==> config.mk <==
export PLATFORM = sky130hd
export DESIGN_NAME = adc_clock_power_output_ctrl
export DESIGN_NICKNAME = d
export VERILOG_FILES = /design/src/common/adc_ctrl_pkg.sv /design/src/logic/adc_clock_power_output_ctrl.sv
export SDC_FILE = /design/constraint.sdc
export NUM_CORES = 1
export LEC_CHECK = 0
export ABC_CLOCK_PERIOD_IN_PS = 3800
export BUFFER_PORTS_ARGS = -buffer_cell sky130_fd_sc_hd__buf_4
export CORE_MARGIN = 10
export CORE_UTILIZATION = 50
export DETAILED_ROUTE_END_ITERATION = 8
export PLACE_DENSITY = 0.79
export SETUP_SLACK_MARGIN = 0.1
export SLEW_MARGIN = 20
export SYNTH_ARGS = -nofsm -noshare
export SYNTH_HDL_FRONTEND = slang
export SYNTH_SLANG_ARGS = --single-unit
==> constraint.sdc <==
create_clock -name sys_clk -period 3.8 [get_ports sys_clk]
set_clock_uncertainty 0.05 [all_clocks]
set_input_delay 0.57 -clock sys_clk [delete_from_list [all_inputs] [get_ports sys_clk]]
set_output_delay 0.57 -clock sys_clk [all_outputs]
set_load 0.05 [all_outputs]
==> src/common/adc_ctrl_pkg.sv <==
// Purpose: shared constants of the converter control block
// Assumes: 8-bit register port, 12-bit sample words
// Notes:   offsets are byte addresses of the register port
package adc_ctrl_pkg;

  // ==========================================================
  // register offsets
  localparam logic [7:0] ADDR_POWER_MODE  = 8'h08;
  localparam logic [7:0] ADDR_DCS_CTRL    = 8'h09;
  localparam logic [7:0] ADDR_CLK_DIVIDE  = 8'h0B;
  localparam logic [7:0] ADDR_CLK_STATUS  = 8'h0C;
  localparam logic [7:0] ADDR_OUTPUT_MODE = 8'h14;

  // ==========================================================
  // field positions and reset values
  localparam int         PWR_MODE_LSB     = 0;
  localparam int         DCS_EN_BIT       = 0;
  localparam int         FMT_LSB          = 0;
  localparam int         THREE_STATE_BIT  = 4;
  localparam int         STAT_LOCK_BIT    = 0;
  localparam int         STAT_BYPASS_BIT  = 1;
  localparam int         STAT_RATE_BIT    = 2;
  localparam logic [7:0] POWER_MODE_RST   = 8'h00;
  localparam logic [7:0] OUTPUT_MODE_RST  = 8'h01;
  localparam logic [7:0] READ_ZERO        = 8'h00;

  // ==========================================================
  // modes
  typedef enum logic [1:0] {
    PWR_NORMAL  = 2'b00,
    PWR_DOWN    = 2'b01,
    PWR_STANDBY = 2'b10,
    PWR_RSVD    = 2'b11
  } power_mode_t;

  typedef enum logic [1:0] {
    FMT_OFFSET  = 2'b00,
    FMT_TWOS    = 2'b01,
    FMT_GRAY    = 2'b10,
    FMT_RSVD    = 2'b11
  } out_format_t;

  // ==========================================================
  // divider, latency and timing
  localparam int DIV_MAX          = 8;
  localparam int DIV_W            = 3;
  localparam int PIPE_LATENCY     = 10;
  localparam int SYS_CLK_PERIOD_NS = 40;
  localparam int DCS_MIN_RATE_MHZ = 40;
  localparam int DCS_LOCK_NS      = 1500;
  localparam int DCS_LOCK_CYC     =
    (DCS_LOCK_NS + SYS_CLK_PERIOD_NS - 1) / SYS_CLK_PERIOD_NS;
  localparam int LOCK_CNT_W       = 6;
  localparam int FIFO_DEPTH       = 4;

endpackage : adc_ctrl_pkg

==> src/logic/adc_clock_power_output_ctrl.sv <==
// Purpose: clock divider, duty cycle stabilizer control, power modes
//          and output formatting of a 12-bit pipelined converter
// Assumes: sys_clk is the input clock ahead of the divider; rst synchronous, active high
// Notes:   register port is the parallel side of the serial port
`timescale 1ns/1ps
`default_nettype none

// ============================================================
// sample fifo
module sample_fifo #(
  parameter int WIDTH = 14,
  parameter int DEPTH = 4
) (
  // clock and reset
  input  wire logic             sys_clk,
  input  wire logic             rst,
  // fill side
  input  wire logic             in_valid,
  output logic                  in_ready,
  input  wire logic [WIDTH-1:0] in_data,
  // drain side
  output logic                  out_valid,
  input  wire logic             out_ready,
  output logic      [WIDTH-1:0] out_data
);
  localparam int AW = (DEPTH > 1) ? $clog2(DEPTH) : 1;
  logic [WIDTH-1:0] mem_r [DEPTH];
  logic [AW-1:0]    wr_ptr_r;
  logic [AW-1:0]    rd_ptr_r;
  logic [AW:0]      count_r;
  logic             push;
  logic             pop;
  assign push      = in_valid && in_ready;
  assign pop       = out_valid && out_ready;
  assign out_valid = (count_r != '0);
  assign out_data  = mem_r[rd_ptr_r];
  // ============================================================
  // storage
  always_ff @(posedge sys_clk) begin
    if (push) begin
      mem_r[wr_ptr_r] <= in_data;
    end
  end
  // ============================================================
  // pointers and level
  always_ff @(posedge sys_clk) begin
    if (rst) begin
      wr_ptr_r <= '0;
      rd_ptr_r <= '0;
      count_r  <= '0;
    end else begin
      if (push) begin
        wr_ptr_r <= (wr_ptr_r == AW'(DEPTH - 1)) ? '0 : wr_ptr_r + 1'b1;
      end
      if (pop) begin
        rd_ptr_r <= (rd_ptr_r == AW'(DEPTH - 1)) ? '0 : rd_ptr_r + 1'b1;
      end
      count_r <= count_r + (AW+1)'(push) - (AW+1)'(pop);
    end
  end
  // registered ready: one slot kept honest against a same-cycle push
  always_ff @(posedge sys_clk) begin
    if (rst) begin
      in_ready <= 1'b1;
    end else begin
      in_ready <= (count_r + (AW+1)'(push) - (AW+1)'(pop))
                  < (AW+1)'(DEPTH);
    end
  end
endmodule : sample_fifo

// ============================================================
// converter control top
module adc_clock_power_output_ctrl
  import adc_ctrl_pkg::*;
#(
  parameter int         DATA_W    = 12,
  parameter int         LATENCY   = PIPE_LATENCY,
  parameter logic [2:0] DIV_RESET = 3'h0
) (
  // clock and reset
  input  wire logic              sys_clk,
  input  wire logic              rst,
  // register port
  input  wire logic              reg_wr,
  input  wire logic              reg_rd,
  input  wire logic [7:0]        reg_addr,
  input  wire logic [7:0]        reg_wdata,
  output logic      [7:0]        reg_rdata_r,
  // clock status from the analog side
  input  wire logic              clk_rate_low,
  input  wire logic              clk_freq_change,
  // samples from the converter core
  input  wire logic              sample_valid,
  output logic                   sample_ready,
  input  wire logic [DATA_W-1:0] sample_code,
  input  wire logic              over_pos,
  input  wire logic              over_neg,
  // internal clock and power controls
  output logic                   int_clk_r,
  output logic                   dcs_active_r,
  output logic                   core_on_r,
  output logic                   ref_on_r,
  // output pins
  output logic      [DATA_W-1:0] data_out_r,
  output logic                   overrange_r,
  output logic                   data_oe_r,
  output logic                   data_clock_out_r,
  output logic                   data_clock_oe_r
);
  localparam logic DCS_RST = (DIV_RESET != 3'h0);
  localparam int   STAGES  = LATENCY - 1;
  localparam int   FW      = DATA_W + 1;
  // ============================================================
  // declarations
  logic [7:0]             power_mode_r;
  logic [7:0]             output_mode_r;
  logic                   dcs_en_r;
  logic [DIV_W-1:0]       div_sel_r;
  logic [DIV_W-1:0]       div_cnt_r;
  logic                   tick;
  logic [LOCK_CNT_W-1:0]  lock_cnt_r;
  logic                   locked;
  logic                   relock;
  power_mode_t            pmode;
  out_format_t            fmt;
  logic                   powered_down;
  logic                   running;
  logic [FW-1:0]          fifo_in;
  logic [FW-1:0]          fifo_out;
  logic                   fifo_valid;
  logic                   fifo_pop;
  logic [FW-1:0]          stage_r [STAGES];
  logic [DATA_W-1:0]      fmt_word;
  logic [4:0]             half_ratio;
  logic [4:0]             phase2;
  assign pmode        = power_mode_t'(power_mode_r[PWR_MODE_LSB +: 2]);
  assign fmt          = out_format_t'(output_mode_r[FMT_LSB +: 2]);
  assign powered_down = (pmode == PWR_DOWN);
  assign running      = (pmode == PWR_NORMAL) || (pmode == PWR_RSVD);
  assign tick         = (div_cnt_r == '0);
  assign fifo_pop     = tick && running;
  // ============================================================
  // register writes
  always_ff @(posedge sys_clk) begin
    if (rst) begin
      power_mode_r  <= POWER_MODE_RST;
      output_mode_r <= OUTPUT_MODE_RST;
      dcs_en_r      <= DCS_RST;
      div_sel_r     <= DIV_RESET;
    end else if (reg_wr) begin
      unique case (reg_addr)
        ADDR_POWER_MODE:  power_mode_r  <= reg_wdata;
        ADDR_OUTPUT_MODE: output_mode_r <= reg_wdata;
        ADDR_DCS_CTRL:    dcs_en_r      <= reg_wdata[DCS_EN_BIT];
        ADDR_CLK_DIVIDE:  div_sel_r     <= reg_wdata[DIV_W-1:0];
        default: ;
      endcase
    end
  end
  // ============================================================
  // register reads; unmapped offsets read zero
  always_ff @(posedge sys_clk) begin
    if (rst) begin
      reg_rdata_r <= READ_ZERO;
    end else if (reg_rd) begin
      unique case (reg_addr)
        ADDR_POWER_MODE:  reg_rdata_r <= power_mode_r;
        ADDR_OUTPUT_MODE: reg_rdata_r <= output_mode_r;
        ADDR_DCS_CTRL:    reg_rdata_r <= {7'h00, dcs_en_r};
        ADDR_CLK_DIVIDE:  reg_rdata_r <= {5'h00, div_sel_r};
        ADDR_CLK_STATUS: begin
          reg_rdata_r                  <= READ_ZERO;
          reg_rdata_r[STAT_LOCK_BIT]   <= locked;
          reg_rdata_r[STAT_BYPASS_BIT] <= dcs_en_r && !locked;
          reg_rdata_r[STAT_RATE_BIT]   <= clk_rate_low;
        end
        default:          reg_rdata_r <= READ_ZERO;
      endcase
    end
  end
  // ============================================================
  // input clock divider
  always_ff @(posedge sys_clk) begin
    if (rst) begin
      div_cnt_r <= '0;
    end else if (reg_wr && reg_addr == ADDR_CLK_DIVIDE) begin
      div_cnt_r <= '0;
    end else if (div_cnt_r >= div_sel_r) begin
      div_cnt_r <= '0;
    end else begin
      div_cnt_r <= div_cnt_r + 1'b1;
    end
  end
  // ============================================================
  // stabilizer lock tracking
  // no edge of the stabilizer can be trusted while the rate is too low,
  // so the lock timer is held in reload for the whole of that time
  assign relock = clk_freq_change || clk_rate_low
               || !dcs_en_r || powered_down
               || (reg_wr && reg_addr == ADDR_CLK_DIVIDE);
  always_ff @(posedge sys_clk) begin
    if (rst) begin
      lock_cnt_r <= LOCK_CNT_W'(DCS_LOCK_CYC);
    end else if (relock) begin
      lock_cnt_r <= LOCK_CNT_W'(DCS_LOCK_CYC);
    end else if (lock_cnt_r != '0) begin
      lock_cnt_r <= lock_cnt_r - 1'b1;
    end
  end
  // lock comes at the late end of the settle window
  assign locked = dcs_en_r && !clk_rate_low && (lock_cnt_r == '0);
  always_ff @(posedge sys_clk) begin
    if (rst) begin
      dcs_active_r <= 1'b0;
    end else begin
      dcs_active_r <= locked;
    end
  end

  // ============================================================
  // internal clock shaping
  // rising edge always at phase zero; only the falling edge moves
  assign half_ratio = 5'(div_sel_r) + 5'h01;
  assign phase2     = {1'b0, div_cnt_r, 1'b0};
  always_ff @(posedge sys_clk) begin
    if (rst) begin
      int_clk_r <= 1'b0;
    end else if (powered_down) begin
      int_clk_r <= 1'b0;
    end else if (locked) begin
      int_clk_r <= (phase2 < half_ratio);
    end else begin
      int_clk_r <= tick;
    end
  end
  // ============================================================
  // power domains
  always_ff @(posedge sys_clk) begin
    if (rst) begin
      core_on_r <= 1'b1;
      ref_on_r  <= 1'b1;
    end else begin
      core_on_r <= running;
      ref_on_r  <= !powered_down;
    end
  end
  // ============================================================
  // sample capture; clamping codes and flag travel together
  always_comb begin
    fifo_in = {1'b0, sample_code};
    if (over_pos) begin
      fifo_in = {1'b1, {DATA_W{1'b1}}};
    end else if (over_neg) begin
      fifo_in = {1'b1, {DATA_W{1'b0}}};
    end
  end
  // core stalls through sample_ready while the pipeline is frozen
  sample_fifo #(
    .WIDTH (FW),
    .DEPTH (FIFO_DEPTH)
  ) u_fifo (
    .sys_clk   (sys_clk),
    .rst       (rst),
    .in_valid  (sample_valid && tick),
    .in_ready  (sample_ready),
    .in_data   (fifo_in),
    .out_valid (fifo_valid),
    .out_ready (fifo_pop),
    .out_data  (fifo_out)
  );
  // ============================================================
  // latency pipeline, one stage per sample clock
  genvar gi;
  generate
    for (gi = 0; gi < STAGES; gi++) begin : g_pipe
      always_ff @(posedge sys_clk) begin
        if (rst) begin
          stage_r[gi] <= '0;
        end else if (fifo_pop) begin
          if (gi == 0) begin
            stage_r[gi] <= fifo_valid ? fifo_out : '0;
          end else begin
            stage_r[gi] <= stage_r[(gi > 0) ? gi - 1 : 0];
          end
        end
      end
    end
  endgenerate
  // ============================================================
  // output format
  always_comb begin
    fmt_word = stage_r[STAGES-1][DATA_W-1:0];
    unique case (fmt)
      FMT_TWOS: begin
        fmt_word[DATA_W-1] = ~stage_r[STAGES-1][DATA_W-1];
      end
      FMT_GRAY: begin
        fmt_word = stage_r[STAGES-1][DATA_W-1:0]
                 ^ (stage_r[STAGES-1][DATA_W-1:0] >> 1);
      end
      default: ;
    endcase
  end
  always_ff @(posedge sys_clk) begin
    if (rst) begin
      data_out_r  <= '0;
      overrange_r <= 1'b0;
    end else if (fifo_pop) begin
      data_out_r  <= fmt_word;
      overrange_r <= stage_r[STAGES-1][DATA_W];
    end
  end

  // ============================================================
  // data clock: rises mid-word at ratios above one so capture sees settled data; held low at ratio one
  always_ff @(posedge sys_clk) begin
    if (rst) begin
      data_clock_out_r <= 1'b0;
    end else if (!running) begin
      data_clock_out_r <= 1'b0;
    end else begin
      data_clock_out_r <= (div_sel_r == '0) ? 1'b0
                        : !(phase2 < half_ratio);
    end
  end

  // ============================================================
  // output enables; bit four is a static setting, not a bus grant
  always_ff @(posedge sys_clk) begin
    if (rst) begin
      data_oe_r       <= 1'b1;
      data_clock_oe_r <= 1'b1;
    end else begin
      data_oe_r       <= !powered_down
                      && !output_mode_r[THREE_STATE_BIT];
      data_clock_oe_r <= !powered_down;
    end
  end

endmodule : adc_clock_power_output_ctrl

`default_nettype wire

==> impl_metrics.csv <==
group,metric,value,unit
setup_path,cp_max_fo,30,
die,die_area,0.0248,sq mm
sta,clock.fmax,396,MHz
cts,post-cts-setup-buffer-count,0,
synthesis,syn_inst,684,
hold_path,hp-start,"reg_wdata[3]",
setup_path,max_stage_delay,0.56,ns
sta,worst_slew_pin_slew,0.940,ns
setup_path,r2r_end,"stage_r[4][10]",
die,fp-row-count,50,
die,die_h,158,microns
final_layout,num_antenna_cells,0,
detailed_routing,avgRoutedWirePerCell,15.3,microns
cts,cts_resized,0,
final_layout,final_nets,798,
setup_path,regToRegSetupSlack,1.27,ns
cts,cts_tree,"built",
global_routing,grt_first_pass_wirelength,25400,microns
final_layout,ff_latch_area,0.00640,sq mm
detailed_routing,ant_nets,0,
detailed_routing,vias,5149,
setup_path,cp_num_buf_inv,4,
global_routing,track_usage,0.125,
setup_path,crit_path_start_kind,"flop",
pwr,irDropWorstVdd,0.429,mV
synthesis,synth.net_count,739,
cts,cts_buffers,23,
setup_path,critPathKind,"flop to flop",
synthesis,synth-warning-count,0,
final_layout,drive_gt1_frac,0.179,
sta,maxSlewViolCount,0,
global_routing,overflow,0,
setup_path,path_cells,"inv_1 > ha_1 > nor2b_1 > a21oi_1 > buf_4 > clkinvlp_4 > buf_4",
cts,cts.path.max_buffers,3,
setup_path,cp_common_cell,"buf_4",
global_routing,grt_antenna_before_repair,0,
synthesis,synth_edf_count,169,
detailed_routing,first_iter_violations,337,
sta,slew_headroom,0.373,
die,coreArea,0.0186,sq mm
synthesis,ys_ff_latch,235,
setup_path,cp-end-kind,"flop",
die,pin_count,66,
synthesis,synth_top_flop_cell,"edfxtp_1",
hold_path,hp-class,"primary input to flop",
synthesis,synth.distinct_cells,52,
cts,htreeDepth,1,
die,die_w,158,microns
sta,whs,0.293,ns
setup_path,cpLargestDelayFamily,"buffers and inverters",
sta,min_period,2.53,ns
setup_path,crit_slowest_cell,"clkinvlp_4",
cts,hold_buffers,0,
placed_design,dp_slack,1.21,ns
sta,fin_crit_sh,0.665,
final_layout,syn_to_final_growth,15.1,%
placed_design,place_congestion,0.877,
setup_path,r2r_cells,7,
sta,fin_tns_setup,0,ns
synthesis,ys_seq_area_frac,0.676,
cts,clk_latency,0.50,ns
die,initial_core_util,0.507,
detailed_routing,drc_errors,0,
setup_path,cp.arrival,2.72,ns
setup_path,crit_end,"stage_r[4][10]",
pwr,powerDensity,534,mW/mm^2
sta,rsz0062_at_grt,"false",
sta,finalHoldViolCount,0,
global_routing,grt_pass1_vias,5091,
detailed_routing,dr.pass1.iters,5,
setup_path,r2r-start,"div_cnt_r[1]",
pwr,leakage,4.25,nW
placed_design,placement.io_buffers,65,
global_routing,grt_max_degree,118,
setup_path,cp-startpoint,"div_cnt_r[1]",
run_status,outcome,"finished clean",
synthesis,syn_area_per_cell,13.8,sq um
cts,clk_pin_slew,0.06,ns
sta,setup_ws,1.27,ns
detailed_routing,drt_wl_total,15200,microns
cts,root_buffer,"clkbuf_16",
setup_path,required,3.99,ns
detailed_routing,vias_per_cell,5.19,
flow_run,maxCapViolCount,0,
synthesis,syn_area,0.00946,sq mm
placed_design,post-dp-hpwl,9600,microns
setup_path,path_depth,7,
sta,setup_violations,0,
final_layout,fillers,1429,
synthesis,ys_async_sr_fraction,0,
cts,clock_sink_count,235,
final_layout,multi_input_area,0.00280,sq mm
routing by layer:
| metal | share of wire | track usage | up-vias |
|---|---|---|---|
| met5 | 0 | 0 | - |
| met4 | 0.022 | 0.0387 | 0 |
| met3 | 0.047 | 0.0278 | 28 |
| met2 | 0.49 | 0.205 | 98 |
| met1 | 0.44 | 0.161 | 2466 |
| li1 | - | - | 2557 |
layout make-up:
cell class | count | area share
Tap cell | 234 | 0.0269
Clock inverter | 5 | 0.00472
Multi-Input combinational cell | 390 | 0.258
Sequential cell | 235 | 0.588
Timing Repair Buffer | 70 | 0.0506
Clock buffer | 36 | 0.0638
Inverter | 23 | 0.00828
cell usage after synthesis, types with 2 or more instances:
cell / instances / area, sq um
mux2_2: 2 / 22.5
or2_2: 4 / 25.0
nand3b_1: 8 / 60.1
mux2i_1: 6 / 60.1
nand2_1: 40 / 150
or4_4: 2 / 22.5
a41oi_1: 2 / 17.5
inv_1: 23 / 86.3
a21o_1: 13 / 97.6
clkbuf_1: 26 / 97.6
nand4_1: 2 / 12.5
nor2b_1: 21 / 131
dfxtp_1: 66 / 1320
and2_1: 110 / 688
o21ai_0: 4 / 20.0
mux4_2: 13 / 293
nand2b_1: 4 / 25.0
edfxtp_1: 169 / 5070
a22oi_1: 6 / 45.0
and3_1: 3 / 18.8
ha_1: 17 / 213
xnor2_1: 18 / 158
nor2_1: 19 / 71.3
o31ai_1: 6 / 45.0
xor2_1: 2 / 17.5
buf_4: 2 / 15.0
buf_2: 3 / 15.0
nand3_1: 21 / 105
nor3_1: 7 / 35.0
nor3_4: 2 / 32.5
a21oi_1: 25 / 125
nor3b_1: 2 / 15.0
buf_6: 4 / 45.0
a22o_1: 13 / 114
a21boi_0: 2 / 15.0
flip-flops by register name, indices dropped and copies added, names as in the netlist, 6 cells and up, named ones only:
signal	flops
lock_cnt_r	6
output_mode_r	8
data_out_r	12
reg_rdata_r	8
power_mode_r	8
stage_r	117
u_fifo.mem_r	52
worst min path at each step:
stage	to	slack, ns	cells after the start
after global placement	overrange_r	0.39	1
after detailed placement	output_mode_r[5]	0.40	2
after floorplan	div_cnt_r[0]	0.38	1
after CTS	power_mode_r[4]	0.27	3
after global routing	output_mode_r[5]	0.28	3
final	output_mode_r[3]	0.29	3
power by group:
part	internal (mW)	leakage (nW)	switching, mW
clock network	1.32	0.371	0.882
registers	2.96	2.43	0.110
logic	0.286	1.45	0.252
cell usage in the layout, fill, tap and decap left out, types with 7 or more instances in the layout:
cell type,n
nor2b_1,21
nand3_1,21
a21o_1,13
a22o_1,13
dfxtp_1,66
inv_1,22
nor2_1,18
ha_1,17
buf_4,68
xnor2_1,18
clkbuf_16,23
nor3_1,7
edfxtp_1,169
mux4_2,13
nand3b_1,8
nand2_1,40
a21oi_1,25
and2_1,110
clkbuf_8,7
per-stage QoR:
| stage | instances | instance area, sq um | util | power [mW] |
|---|---|---|---|---|
| 3_3_place_gp | 952 | 10100 | 0.544 | 3.64 |
| 3_5_place_dp | 952 | 10100 | 0.544 | 3.67 |
| 4_1_cts | 993 | 10900 | 0.584 | 5.88 |
| 5_1_grt | 993 | 10900 | 0.584 | 6.07 |
| 6_report | 993 | 10900 | 0.584 | 5.81 |
| 2_1_floorplan | 684 | 9460 | - | 3.52 |
worst min-delay path, cell delays in order:
cell     delay [ns]
buf_4          0.12
nand3_1        0.06
a21oi_1        0.05
cell families after synthesis:
group	count (synthesis)	synth area share
xor gates and xnor gates	20	0.0185
muxes	21	0.0397
AOI/OAI and AO/OA	80	0.0595
adders and majority gates	18	0.0246
DFF	235	0.676
buffers and inverters	59	0.0278
and+or+nand+nor	251	0.153
(Power assumes the default switching activity.)
